[config.mk]
export PLATFORM = sky130hd
export DESIGN_NAME = qhsc_device_flat
export DESIGN_NICKNAME = d
export VERILOG_FILES = /design/src/hdl/qhsc_pkg.sv /design/src/hdl/qhsc_if.sv /design/src/hdl/qhsc_device.sv /design/src/flat_wrapper.sv
export VERILOG_INCLUDE_DIRS = /design/src /design/src/hdl
export SDC_FILE = /design/constraint.sdc
export NUM_CORES = 1
export LEC_CHECK = 0
export ABC_CLOCK_PERIOD_IN_PS = 2800
export BUFFER_PORTS_ARGS = -buffer_cell sky130_fd_sc_hd__buf_2
export CAP_MARGIN = 0
export CORE_ASPECT_RATIO = 1.25
export CORE_UTILIZATION = 50
export DETAILED_ROUTE_END_ITERATION = 12
export PLACE_DENSITY = 0.77
export SLEW_MARGIN = 15
export SYNTH_ARGS = -nofsm -noshare
export SYNTH_HDL_FRONTEND = slang
export SYNTH_SLANG_ARGS = --single-unit
[constraint.sdc]
create_clock -name aclk -period 2.8 [get_ports aclk]
set_input_delay 0.42 -clock aclk [delete_from_list [all_inputs] [get_ports aclk]]
set_output_delay 0.42 -clock aclk [all_outputs]
set_load 0.02 [all_outputs]
[src/hdl/qhsc_defines.svh]
// Purpose: Constants for the quad high-side switch command link
// Assumes: 16-bit words, MSB first
// Notes:   Bit positions of the command word, register offsets and blanking counts
`ifndef QHSC_DEFINES_SVH
`define QHSC_DEFINES_SVH
`define QHSC_WORD_BITS      16
`define QHSC_WD_BIT         15
`define QHSC_OUTSEL_HI      12
`define QHSC_OUTSEL_LO      11
`define QHSC_SEL_HI         10
`define QHSC_SEL_LO         8
`define QHSC_UVWARN_BIT     14
`define QHSC_OVWARN_BIT     13
`define QHSC_OVF_BIT        1
`define QHSC_UVF_BIT        2
`define QHSC_LINK_DIV       4
`define QHSC_BLANK_150US    6000
`define QHSC_BLANK_75MS     3000000
`define QHSC_BLANK_155MS    6200000
`define QHSC_REG_CMD        5'h00
`define QHSC_REG_CTRL       5'h04
`define QHSC_REG_STATUS     5'h08
`define QHSC_REG_RDATA      5'h0c
`endif

[src/hdl/qhsc_pkg.sv]
// Purpose: Types for the quad high-side switch command link
// Assumes: Nothing
// Notes:   Select codes of the command word
package qhsc_pkg;
   typedef enum logic [2:0] {
      QHSC_SEL_STATUS = 3'h0,
      QHSC_SEL_OUTPUT = 3'h1,
      QHSC_SEL_OCLVL  = 3'h2,
      QHSC_SEL_BLANK  = 3'h3,
      QHSC_SEL_DIRECT = 3'h4,
      QHSC_SEL_VPROT  = 3'h5,
      QHSC_SEL_NOACT  = 3'h6,
      QHSC_SEL_TEST   = 3'h7
   } qhsc_sel_type;
   typedef enum logic [1:0] {
      QHSC_M_IDLE  = 2'h0,
      QHSC_M_SHIFT = 2'h1,
      QHSC_M_DONE  = 2'h2
   } qhsc_mst_type;
endpackage : qhsc_pkg

[src/hdl/qhsc_if.sv]
// Purpose: SPI link between controller and switch
// Assumes: Controller drives clock, select and data in
// Notes:   Plain unidirectional wires
interface qhsc_if;
   logic sclk;
   logic cs_n;
   logic mosi;
   logic miso;
   logic rst_n;
   modport ctrl (output sclk, output cs_n, output mosi, output rst_n, input miso);
   modport dev  (input sclk, input cs_n, input mosi, input rst_n, output miso);
endinterface : qhsc_if

[src/hdl/qhsc_device.sv]
// Purpose: Command decode and fault handling of a quad high-side switch
// Assumes: Link pins sampled on aclk; fault inputs are synchronous levels
// Notes:   One rule a line, tag first
`include "qhsc_defines.svh"
module qhsc_device
   import qhsc_pkg::*;
#(
   parameter int BLANK_150US = `QHSC_BLANK_150US,
   parameter int BLANK_75MS  = `QHSC_BLANK_75MS,
   parameter int BLANK_155MS = `QHSC_BLANK_155MS
) (
   // Clock and reset
   input  wire logic       aclk,
   input  wire logic       aresetn,
   // Link
   qhsc_if.dev             link,
   // Analog conditions
   input  wire logic       overvoltage,
   input  wire logic       undervoltage,
   input  wire logic [3:0] open_load,
   input  wire logic [3:0] oc_low_hit,
   input  wire logic [3:0] oc_high_hit,
   input  wire logic [3:0] direct_in,
   // Load side
   output logic [3:0]      out_on_r,
   output logic [3:0]      sense_en_r,
   output logic [15:0]     oc_level_r,
   output logic [15:0]     direct_cfg_r,
   output logic [1:0]      wd_timeout_r,
   output logic            wd_refresh_r,
   output logic            fault_status_out_n_r
);
   // Blanking counts must fit the 23-bit counters
   if (BLANK_150US < 1 || BLANK_75MS < 1 || BLANK_155MS < 1) begin : g_small
      $error("blanking counts must be positive");
   end
   if (BLANK_150US >= 2**23 || BLANK_75MS >= 2**23 || BLANK_155MS >= 2**23) begin : g_big
      $error("blanking counts exceed counter width");
   end
   logic [2:0]  sclk_s_r, cs_s_r;
   logic [1:0]  mosi_s_r;
   logic [15:0] shin_r, shout_r;
   logic [7:0]  cnt_r;
   logic [4:0]  stat_sel_r;
   logic [15:0] blank_cfg_r;
   logic [1:0]  vprot_dis_r;
   logic [3:0]  spi_on_r, oc_latch_r, ol_flag_r, on_prev_r;
   logic        ov_flag_r, uv_flag_r, uv_latch_r;
   logic [22:0] blank_cnt_r [4];
   logic        rise, fall, cs_rise, cs_fall, word_ok;
   logic [2:0]  sel;
   logic [1:0]  os;
   logic [15:0] status_word;
   logic [3:0]  req_on;
   logic [3:0]  ol_en;
   always_ff @(posedge aclk) begin
      if (!aresetn) begin
         sclk_s_r <= 3'h0;
         cs_s_r   <= 3'h7;
         mosi_s_r <= 2'h0;
      end else begin
         sclk_s_r <= {sclk_s_r[1:0], link.sclk};
         cs_s_r   <= {cs_s_r[1:0], link.cs_n};
         mosi_s_r <= {mosi_s_r[0], link.mosi};
      end
   end
   assign rise    = sclk_s_r[1] & ~sclk_s_r[2];
   assign fall    = ~sclk_s_r[1] & sclk_s_r[2];
   assign cs_fall = ~cs_s_r[1] & cs_s_r[2];
   assign cs_rise = cs_s_r[1] & ~cs_s_r[2];
   // Frames that are not whole words are dropped
   assign word_ok = cs_rise && cnt_r != 8'h0 && cnt_r[3:0] == 4'h0;
   assign sel     = shin_r[`QHSC_SEL_HI:`QHSC_SEL_LO];
   assign os      = shin_r[`QHSC_OUTSEL_HI:`QHSC_OUTSEL_LO];
   always_comb begin
      status_word = 16'h0;
      status_word[`QHSC_UVWARN_BIT] = undervoltage;
      status_word[`QHSC_OVWARN_BIT] = overvoltage;
      status_word[11:8] = oc_latch_r;
      status_word[7:4]  = ol_flag_r;
      status_word[`QHSC_UVF_BIT] = uv_flag_r;
      status_word[`QHSC_OVF_BIT] = ov_flag_r;
      status_word[0] = |stat_sel_r;
   end
   // Shift in MSB first, shift out status
   always_ff @(posedge aclk) begin
      if (!aresetn) begin
         shin_r  <= 16'h0;
         shout_r <= 16'h0;
         cnt_r   <= 8'h0;
      end else if (cs_fall) begin
         shout_r <= status_word;
         cnt_r   <= 8'h0;
      end else if (!cs_s_r[1] && rise) begin
         shin_r  <= {shin_r[14:0], mosi_s_r[1]};
         cnt_r   <= cnt_r + 8'h1;
      end else if (!cs_s_r[1] && fall) begin
         shout_r <= {shout_r[14:0], shin_r[15]};
      end
   end
   assign link.miso = shout_r[15];
   // Register writes
   always_ff @(posedge aclk) begin
      if (!aresetn) begin
         stat_sel_r <= 5'h0; spi_on_r <= 4'h0; sense_en_r <= 4'h0;
         oc_level_r <= 16'h0; blank_cfg_r <= 16'h0; direct_cfg_r <= 16'h0;
         vprot_dis_r <= 2'h0; wd_timeout_r <= 2'h0; wd_refresh_r <= 1'b0;
      end else if (word_ok) begin
         wd_refresh_r <= shin_r[`QHSC_WD_BIT];
         case (qhsc_sel_type'(sel))
            QHSC_SEL_STATUS: stat_sel_r <= shin_r[4:0];
            QHSC_SEL_OUTPUT:
               if (shin_r[`QHSC_OUTSEL_LO]) sense_en_r <= shin_r[3:0];
               else spi_on_r <= shin_r[3:0];
            QHSC_SEL_OCLVL:  oc_level_r[os*4 +: 4] <= shin_r[3:0];
            QHSC_SEL_BLANK:  blank_cfg_r[os*4 +: 4] <= shin_r[3:0];
            QHSC_SEL_DIRECT: direct_cfg_r[os*4 +: 4] <= shin_r[3:0];
            QHSC_SEL_VPROT:
               if (shin_r[`QHSC_OUTSEL_LO]) wd_timeout_r <= shin_r[1:0];
               else vprot_dis_r <= shin_r[1:0];
            default: ;
         endcase
      end
   end
   // Requested state per output with direct input mixing
   always_comb begin
      for (int i = 0; i < 4; i++) begin
         if (direct_cfg_r[i*4+1]) req_on[i] = spi_on_r[i];
         else if (direct_cfg_r[i*4]) req_on[i] = spi_on_r[i] & direct_in[i];
         else req_on[i] = spi_on_r[i] | direct_in[i];
      end
   end
   // Open-load report masked where detection is off
   always_comb begin
      for (int i = 0; i < 4; i++) ol_en[i] = !blank_cfg_r[i*4+3];
   end
   // Faults
   always_ff @(posedge aclk) begin
      if (!aresetn) begin
         ov_flag_r <= 1'b0; uv_flag_r <= 1'b0; uv_latch_r <= 1'b0;
         oc_latch_r <= 4'h0; ol_flag_r <= 4'h0; on_prev_r <= 4'h0;
         for (int i = 0; i < 4; i++) blank_cnt_r[i] <= 23'h0;
      end else begin
         on_prev_r <= req_on;
         if (cs_fall) begin // set wins below
            ov_flag_r <= 1'b0;
            uv_flag_r <= 1'b0;
            ol_flag_r <= 4'h0;
         end
         if (overvoltage && !vprot_dis_r[0]) ov_flag_r <= 1'b1;
         if (undervoltage && !vprot_dis_r[1]) begin
            uv_flag_r <= 1'b1;
            uv_latch_r <= direct_in[1:0] != 2'h0;
         end else if (req_on == 4'h0) uv_latch_r <= 1'b0;
         for (int i = 0; i < 4; i++) begin
            if (!req_on[i] && !out_on_r[i] && open_load[i] && !blank_cfg_r[i*4+3])
               ol_flag_r[i] <= 1'b1;
            if (req_on[i] && !on_prev_r[i]) oc_latch_r[i] <= 1'b0;
            if (out_on_r[i] && oc_high_hit[i]) oc_latch_r[i] <= 1'b1;
            if (out_on_r[i] && oc_low_hit[i] && !blank_cfg_r[i*4+2]) begin
               blank_cnt_r[i] <= blank_cnt_r[i] + 23'h1;
               case (blank_cfg_r[i*4 +: 2])
                  2'h3: if (blank_cnt_r[i] >= 23'(BLANK_150US)) oc_latch_r[i] <= 1'b1;
                  2'h2: if (blank_cnt_r[i] >= 23'(BLANK_75MS)) oc_latch_r[i] <= 1'b1;
                  default: if (blank_cnt_r[i] >= 23'(BLANK_155MS)) oc_latch_r[i] <= 1'b1;
               endcase
            end else blank_cnt_r[i] <= 23'h0;
         end
      end
   end
   // Output drive and fault pin
   always_ff @(posedge aclk) begin
      if (!aresetn) begin
         out_on_r <= 4'h0;
         fault_status_out_n_r <= 1'b1;
      end else begin
         for (int i = 0; i < 4; i++)
            out_on_r[i] <= req_on[i] && !oc_latch_r[i] && !oc_high_hit[i]
               && !(overvoltage && !vprot_dis_r[0])
               && !(undervoltage && !vprot_dis_r[1]) && !uv_latch_r;
         fault_status_out_n_r <= !(overvoltage || undervoltage || uv_latch_r
            || (|oc_latch_r) || (|(open_load & ~req_on & ol_en)));
      end
   end
endmodule : qhsc_device

[src/flat_wrapper.sv]
// flat-port wrapper written by rule: the top's interface ports become plain ports
module qhsc_device_flat import qhsc_pkg::*;
#(
   parameter int BLANK_150US = `QHSC_BLANK_150US,
   parameter int BLANK_75MS  = `QHSC_BLANK_75MS,
   parameter int BLANK_155MS = `QHSC_BLANK_155MS
)
  (aclk, aresetn, overvoltage, undervoltage, open_load, oc_low_hit, oc_high_hit, direct_in, out_on_r, sense_en_r, oc_level_r, direct_cfg_r, wd_timeout_r, wd_refresh_r, fault_status_out_n_r, link_sclk, link_cs_n, link_mosi, link_rst_n, link_miso);
  qhsc_if link_i ();
  input  wire logic aclk;
  input  wire logic aresetn;
  input  wire logic overvoltage;
  input  wire logic undervoltage;
  input  wire logic [3:0] open_load;
  input  wire logic [3:0] oc_low_hit;
  input  wire logic [3:0] oc_high_hit;
  input  wire logic [3:0] direct_in;
  output logic [3:0] out_on_r;
  output logic [3:0] sense_en_r;
  output logic [15:0] oc_level_r;
  output logic [15:0] direct_cfg_r;
  output logic [1:0] wd_timeout_r;
  output logic wd_refresh_r;
  output logic fault_status_out_n_r;
  input wire logic [$bits(link_i.sclk)-1:0] link_sclk;
  input wire logic [$bits(link_i.cs_n)-1:0] link_cs_n;
  input wire logic [$bits(link_i.mosi)-1:0] link_mosi;
  input wire logic [$bits(link_i.rst_n)-1:0] link_rst_n;
  output wire logic [$bits(link_i.miso)-1:0] link_miso;
  assign link_i.sclk = link_sclk;
  assign link_i.cs_n = link_cs_n;
  assign link_i.mosi = link_mosi;
  assign link_i.rst_n = link_rst_n;
  assign link_miso = link_i.miso;
  qhsc_device #(.BLANK_150US(BLANK_150US), .BLANK_75MS(BLANK_75MS), .BLANK_155MS(BLANK_155MS)) u_core (.aclk(aclk), .aresetn(aresetn), .link(link_i), .overvoltage(overvoltage), .undervoltage(undervoltage), .open_load(open_load), .oc_low_hit(oc_low_hit), .oc_high_hit(oc_high_hit), .direct_in(direct_in), .out_on_r(out_on_r), .sense_en_r(sense_en_r), .oc_level_r(oc_level_r), .direct_cfg_r(direct_cfg_r), .wd_timeout_r(wd_timeout_r), .wd_refresh_r(wd_refresh_r), .fault_status_out_n_r(fault_status_out_n_r));
endmodule
==> metrics.cfg, run 1 <==
[logic_synthesis]
synth_area_per_cell_um2 = 9.39
yosys_warnings = 0
yosys.area_share.adder = 0.0175
yosys.area_share.simple = 0.257
synth_mux_area_frac = 0.0271
synth-compound-area-share = 0.0900
synth-xor-area-share = 0.0703
synth_top_family_by_area = simple AND/OR/NAND/NOR gates
synthArstFlopShare = 0
synth_seq_cells = 226
ys_types = 61
synth_edf_count = 92
netlist_area_mm2 = 0.0107
synth_seq_area_share = 0.508
synth_cells = 1142
synthFlopType = dfxtp_1

[sta]
relSlewSlack = 0.390
rsz0062_at_grt = false
drv_slew = 0
timing.final.ws_setup_ns = 0.615
fin_setup_tns_ns = 0
period_share = 0.780
hold_violations = 0
tightestPinTransition_ns = 0.914
fin_crit_ns = 2.19
setup_viol = 0
fin_skew_ns = 0.0103
timing.fmax_mhz = 458

[clock_network]
cts_tree = yes
cts_hold_buf = 0
cts_resized = 0
numCtsBuffers = 23
cts_root_buf = clkbuf_16
clk_pin_slew_ns = 0.06
clock-sinks = 226
post_cts_buffers = 0
clockBufferDepth = 3
cts_htree_levels = 1
insertion_delay_ns = 0.51

[routing]
first_iter_violations = 706
wl_per_cell_um = 14.9
viasPerCell = 5.44
antenna_left = 0
num_vias = 8597
wl_um = 23600
drtPass1Iterations = 7
drc = 0

[final_layout]
fin_nets = 1326
fin_util = 0.595
layout-drive-gt1-share = 0.108
fillers = 1814
fin_cells = 1580
multiInputGateArea_mm2 = 0.00530
ff_latch_area_mm2 = 0.00545
syn_to_final_growth_pct = 15.9

[placement]
place_inst = 1536
dp_hpwl_um = 17000
dp_worst_setup_slack_ns = 0.671
port_buffers = 67
place_congestion = 0.858

[floorplan]
io_pins = 69
die_area_mm2 = 0.0220
core-area_mm2 = 0.0209
fp-row-count = 59
dieWidth_um = 133
start_util = 0.513
die_h_um = 166

[setup_path]
crit_required_ns = 3.23
cp_max_fo = 7
worstSetupPathType = register to register
regToRegSetupSlack_ns = 0.61
r2r_cells = 8
worstReg2RegEnd = u_core.oc_level_r[15]
critPathLaunchType = register
cpPeakStageDelay_ns = 0.47
arrival_ns = 2.62
crit_chain = inv_1 > ha_1 > nand4bb_1 > nor3_2 > buf_4 > nand2b_1 > nor3_4 > mux2i_1
cp-end-kind = register
cp_slowest_cell = nor3_4
r2r-start = u_core.cnt_r[0]

[global_routing]
grt_max_degree = 43
antenna_found_initial = 2
grt_pass1_vias = 8201
grt-ovfl-total = 0
grt_pass1_wl_um = 39600
grt_util_all_layers = 0.218

[pwr]
power_frac_comb = 0.034
p_leak_nw = 4.49
power_w = 0.00686
internal-power_w = 0.00540
switchingPower_w = 0.00146
switching_share = 0.213
clockPowerShare = 0.444
seqPwrFrac = 0.522
worst_ir_drop_vdd_mv = 0.465
powerDensity_mw_per_mm2 = 552

[status]
outcome = finished, final reports clean

[hold_path]
whs_path_depth = 2
holdPathEnd = u_core.cs_s_r[0]
holdCritPathClass = primary input to register
min-delay-start = link_cs_n

[job]
max-cap-violations = 0

## per-stage QoR
| step | cell area (um2) | hold slack [ns] |
|---|---|---|
| 6_report | 12400 | 0.0924 |
| 5_1_grt | 12400 | 0.0957 |
| 4_1_cts | 12400 | 0.0785 |
| 3_5_place_dp | 11700 | 0.397 |
| 3_3_place_gp | 11700 | 0.389 |
| 2_1_floorplan | 11100 | 0.386 |
## worst max-delay path by stage
stage | slack [ns] | endpoint | startpoint | cells past startpoint
finish | 0.61 | u_core.oc_level_r[15] | u_core.cnt_r[0] | 8
global route | 0.41 | u_core.blank_cnt_r[1][18] | u_core.blank_cnt_r[1][10] | 5
CTS | 0.63 | u_core.oc_level_r[8] | u_core.cnt_r[0] | 8
detailed placement | 0.67 | u_core.oc_level_r[11] | u_core.cnt_r[0] | 8
global placement | 0.71 | u_core.oc_level_r[15] | u_core.cnt_r[0] | 8
floorplan | 0.82 | u_core.oc_latch_r[3] | u_core.blank_cnt_r[3][13] | 5
## cell usage in the layout (no fill, tap or decap), types with 6 or more instances in the layout
cell type	instances
nor2b_1	7
and3_1	15
clkbuf_16	23
a31o_2	6
nor2_1	143
inv_1	30
nand4_1	32
nor3_1	30
a21oi_1	56
edfxtp_1	92
nor3b_1	11
a31oi_1	9
xor2_1	52
clkbuf_1	6
nand2b_1	10
nor4_1	16
xnor2_1	34
or3_1	8
and2_1	14
ha_1	15
conb_1	92
buf_4	16
nor4b_1	9
clkbuf_8	8
o21ai_0	42
buf_2	67
nand3_1	95
nand4b_1	7
mux2i_1	29
a222oi_1	12
nand2_1	119
dfxtp_1	134
## per-layer routing
layer  track usage  vias to the layer above  routed length (um)
li1              -                     4281                   -
met1         0.277                     4066               10200
met2         0.378                      221               11600
met3        0.0349                       29                1280
met4        0.0650                        0                 444
met5             0                        -                   0
## power groups by stage
stage	combinational, W	sequential, W	clock [W]
2_1_floorplan	0.000178	0.00362	0
3_3_place_gp	0.000226	0.00364	0
3_5_place_dp	0.000228	0.00365	0
4_1_cts	0.000230	0.00358	0.00310
5_1_grt	0.000265	0.00359	0.00324
6_report	0.000234	0.00358	0.00305
## registers in the layout, indices dropped and copies added, names as in the netlist, 5 cells and up
signal	flops
u_core.oc_level_r	16
u_core.cnt_r	8
u_core.shout_r	16
u_core.blank_cnt_r	92
u_core.blank_cfg_r	16
u_core.shin_r	16
u_core.stat_sel_r	5
u_core.direct_cfg_r	16
## cell usage after synthesis, types with 5 or more instances
master	number	area, um2
nor4b_1	9	78.8
nor4_1	16	100
nand4b_1	7	61.3
a31o_2	6	52.6
nor3b_1	11	82.6
nand2_1	119	447
o31ai_1	5	37.5
edfxtp_1	92	2760
nand4_1	32	200
xor2_1	52	455
nand2b_1	10	62.6
and2_1	14	87.6
nand3_1	95	475
and3_1	15	93.8
nor2_1	143	537
xnor2_1	34	298
a31oi_1	9	56.3
a21oi_1	56	280
o21ai_0	42	210
nor3_1	30	150
ha_1	15	188
inv_1	30	113
dfxtp_1	134	2680
clkbuf_1	53	199
or3_1	8	50.1
a222oi_1	12	120
nor2b_1	7	43.8
mux2i_1	29	290
## area by class of cell
type	count	area share
multi-input combinational	922	0.426
clock inverter	5	0.00423
clock buffer	37	0.0570
inverter	31	0.00937
antenna	2	0.000403
sequential	226	0.438
timing repair buffer	83	0.0367
tap	274	0.0276
## kinds of logic after synthesis
family | after synthesis
and+or+nand+nor | 547
DFF | 226
AOI/OAI and AO/OA | 153
xor gates and xnor gates | 86
buffers and inverters | 85
muxes | 29
adders and majority gates | 15
other | 1
## worst max-delay path: cells and delay by family, from the launching register on
kind	cells	cell delay, ns
flops	1	0.34
buf+inv	2	0.24
fa+ha+maj	1	0.14
mux	1	0.23
simple gates	4	1.16
No activity file was read; power rests on OpenSTA's default activity.
==> run 2: changes to the inputs <==
Settings changed: ABC_AREA from default to 1, ABC_CLOCK_PERIOD_IN_PS 2800 to 1750, PLACE_DENSITY 0.77 to 0.79.
Clock period 2.8 ns to 1.75 ns, I/O delays scaled along.
==> run 2 against run 1 <==
  * Sequential cell count unchanged
  * Non-clock buffer count up 75
  * Design area up 17%
  * Power up 66%
  * Synthesized area up 10%
  * Global-route usage up 3.2 points
  * Clock skew up 0.016 ns
  * Hold slack worse by 0.061 ns
  * Sequential power up 59%
  * Critical path type unchanged
  * First-iteration DRC count up 16%
  * Synthesized cell count up 40%
  * Via count up 32%
==> metrics.cfg, run 2 <==
[status]
outcome = finished, final reports clean

[sta]
fin_skew_ns = 0.0260
worst_hold_slack_ns = 0.0310
period_share = 0.971
rsz0062_at_grt = true
setup_viol = 0
drv_slew = 0
fin_crit_ns = 1.70
timing.final.ws_setup_ns = 0.0504
timing.fmax_mhz = 588
hold_violations = 0

[clock_network]
clk_pin_slew_ns = 0.06
clock-sinks = 226
clockBufferDepth = 3
insertion_delay_ns = 0.54
cts_htree_levels = 1
cts_tree = yes
cts_root_buf = clkbuf_16
numCtsBuffers = 24

[setup_path]
worstReg2RegEnd = u_core.blank_cfg_r[3]
cp_max_fo = 22
r2r-start = u_core.cnt_r[0]
cp-end-kind = register
crit_path_start = u_core.cnt_r[0]
worstSetupPathType = register to register
r2r_cells = 10
critPathLaunchType = register
crit_required_ns = 2.20
regToRegSetupSlack_ns = 0.05
arrival_ns = 2.15

[routing]
wl_per_cell_um = 14.2
num_vias = 11380
wl_um = 30400
antenna_left = 0
drc = 0
first_iter_violations = 820
drtPass1Iterations = 6
viasPerCell = 5.31

[final_layout]
top_register = u_core.blank_cnt_r
final_area_mm2 = 0.0145
largest_reg_flops = 92
layout_commonest_cell = nand2_1
fin_nets = 1878
syn_to_final_growth_pct = 22.7
layout-drive-gt1-share = 0.161
final_cell_mix = nand2_1, inv_1, a21oi_1, nor2_1, dfxtp_1
antenna-diode-count = 0

[pwr]
switching_share = 0.227
power_w = 0.0114
internal-power_w = 0.00879
powerDensity_mw_per_mm2 = 785
p_leak_nw = 6.00
switchingPower_w = 0.00258
power_frac_comb = 0.049
seqPwrFrac = 0.500
worst_ir_drop_vdd_mv = 0.741
clockPowerShare = 0.451

[floorplan]
core-area_mm2 = 0.0231
io_pins = 69
start_util = 0.511
fp-row-count = 62
die_area_mm2 = 0.0242
die_h_um = 174
dieWidth_um = 139

[logic_synthesis]
synth_area_per_cell_um2 = 7.39
synth.most_common_cell = nand2_1
synthArstFlopShare = 0
synth_edf_count = 92
synth_top_cell_by_area = edfxtp_1
netlist_area_mm2 = 0.0118
yosys-top-cells-area = edfxtp_1, dfxtp_1, nand2_1, inv_1, a21oi_1
synthFlopType = dfxtp_1
synth_top_area_frac = 0.234
synth_seq_area_share = 0.461
ys_types = 49
synth_seq_cells = 226
yosys_warnings = 0
synth_cells = 1598
synthTopCellsByCount = nand2_1, inv_1, nor2_1

[placement]
placed_area_mm2 = 0.0132
port_buffers = 67
dp_worst_setup_slack_ns = -0.0231
dp_hpwl_um = 22400
place_congestion = 0.940

[job]
max-cap-violations = 0

[global_routing]
grt_max_degree = 40
antenna_found_initial = 0
grt_util_all_layers = 0.249
grt_pass1_vias = 10699
grt_pass1_wl_um = 49500
grt-ovfl-total = 0

[hold_path]
min-delay-start = oc_high_hit[0]
holdPathEnd = u_core.out_on_r[0]
holdCritPathClass = primary input to register
whs_path_depth = 4

## run 2: changes by cell type in the layout (fill, tap and decap cells not counted), moves of 14 or more
cell / change
xnor2_1: -32
nand3_1: +16
and3_1: -14
buf_4: +65
xor2_1: -47
o21ai_0: +52
nand2_1: +205
inv_1: +183
a21oi_1: +101
nor3_2: +16
mux2i_1: -29
nand2_2: +16
nor3_1: +16
nand4_1: +27
## run 2: metrics by stage
| step | instances | util | setup TNS [ns] |
|---|---|---|---|
| 2_1_floorplan | 1689 | - | 0 |
| 3_3_place_gp | 2081 | 0.572 | 0 |
| 3_5_place_dp | 2081 | 0.572 | -0.0339 |
| 4_1_cts | 2131 | 0.610 | 0 |
| 5_1_grt | 2144 | 0.627 | -0.415 |
| 6_report | 2144 | 0.627 | 0 |
## run 2: critical path, stage by stage (launching register included)
cell and delay, ns:
dfxtp_2 0.32, inv_2 0.07, ha_4 0.13, nand3_2 0.08, nor3_4 0.17, nand2_2 0.13, clkinv_8 0.14, buf_12 0.13
nand3_2 0.10, buf_4 0.18, a21oi_1 0.14
## run 2: cell families after synthesis
group	Yosys count	synth area share
AND/OR/NAND/NOR	796	0.301
adder cells (fa/ha/maj)	15	0.0159
other	1	0.000317
flip-flops	226	0.461
XOR/XNOR	7	0.00519
AO/OA/AOI/OAI	290	0.128
buffers and inverters	263	0.0883
## run 2: layer usage
metal / part of all wire / track usage
met1: 0.41 / 0.311
met2: 0.49 / 0.437
met4: 0.034 / 0.0981
met3: 0.059 / 0.0307
met5: 0 / 0
## run 2: final cells by class
class                      count  area, um2
fill                        2055       8630
multi-input combinational   1200       5940
clock buffer                  34        719
timing repair buffer         158       1060
tap                          288        360
inverter                     229        877
clock inverter                 9       85.1
sequential                   226       5450
## run 2: timing repair
action	CTS	global route
hold buffers	6	0
endpoints found under the setup margin	4	91
setup buffers	1	13
gates resized for setup	3	91
pin swaps	1	16
endpoints found under the hold margin	6	0
## run 2: how the worst max path moves through the flow
stage | to | slack [ns] | cells after the start
global placement | u_core.blank_cnt_r[2][20] | 0.03 | 8
floorplan | u_core.blank_cfg_r[0] | 0.09 | 7
global route | u_core.oc_level_r[8] | -0.09 | 7
CTS | u_core.blank_cnt_r[1][12] | 0.001 | 10
detailed placement | u_core.blank_cnt_r[2][20] | -0.02 | 8
finish | u_core.blank_cfg_r[3] | 0.05 | 10
## run 2: power groups by stage
stage               clock network [W]  logic [W]  registers [W]
floorplan                           0   0.000338        0.00579
global placement                    0   0.000498        0.00580
detailed placement                  0   0.000507        0.00581
CTS                           0.00522   0.000523        0.00569
global route                  0.00544   0.000629        0.00571
finish                        0.00513   0.000558        0.00569
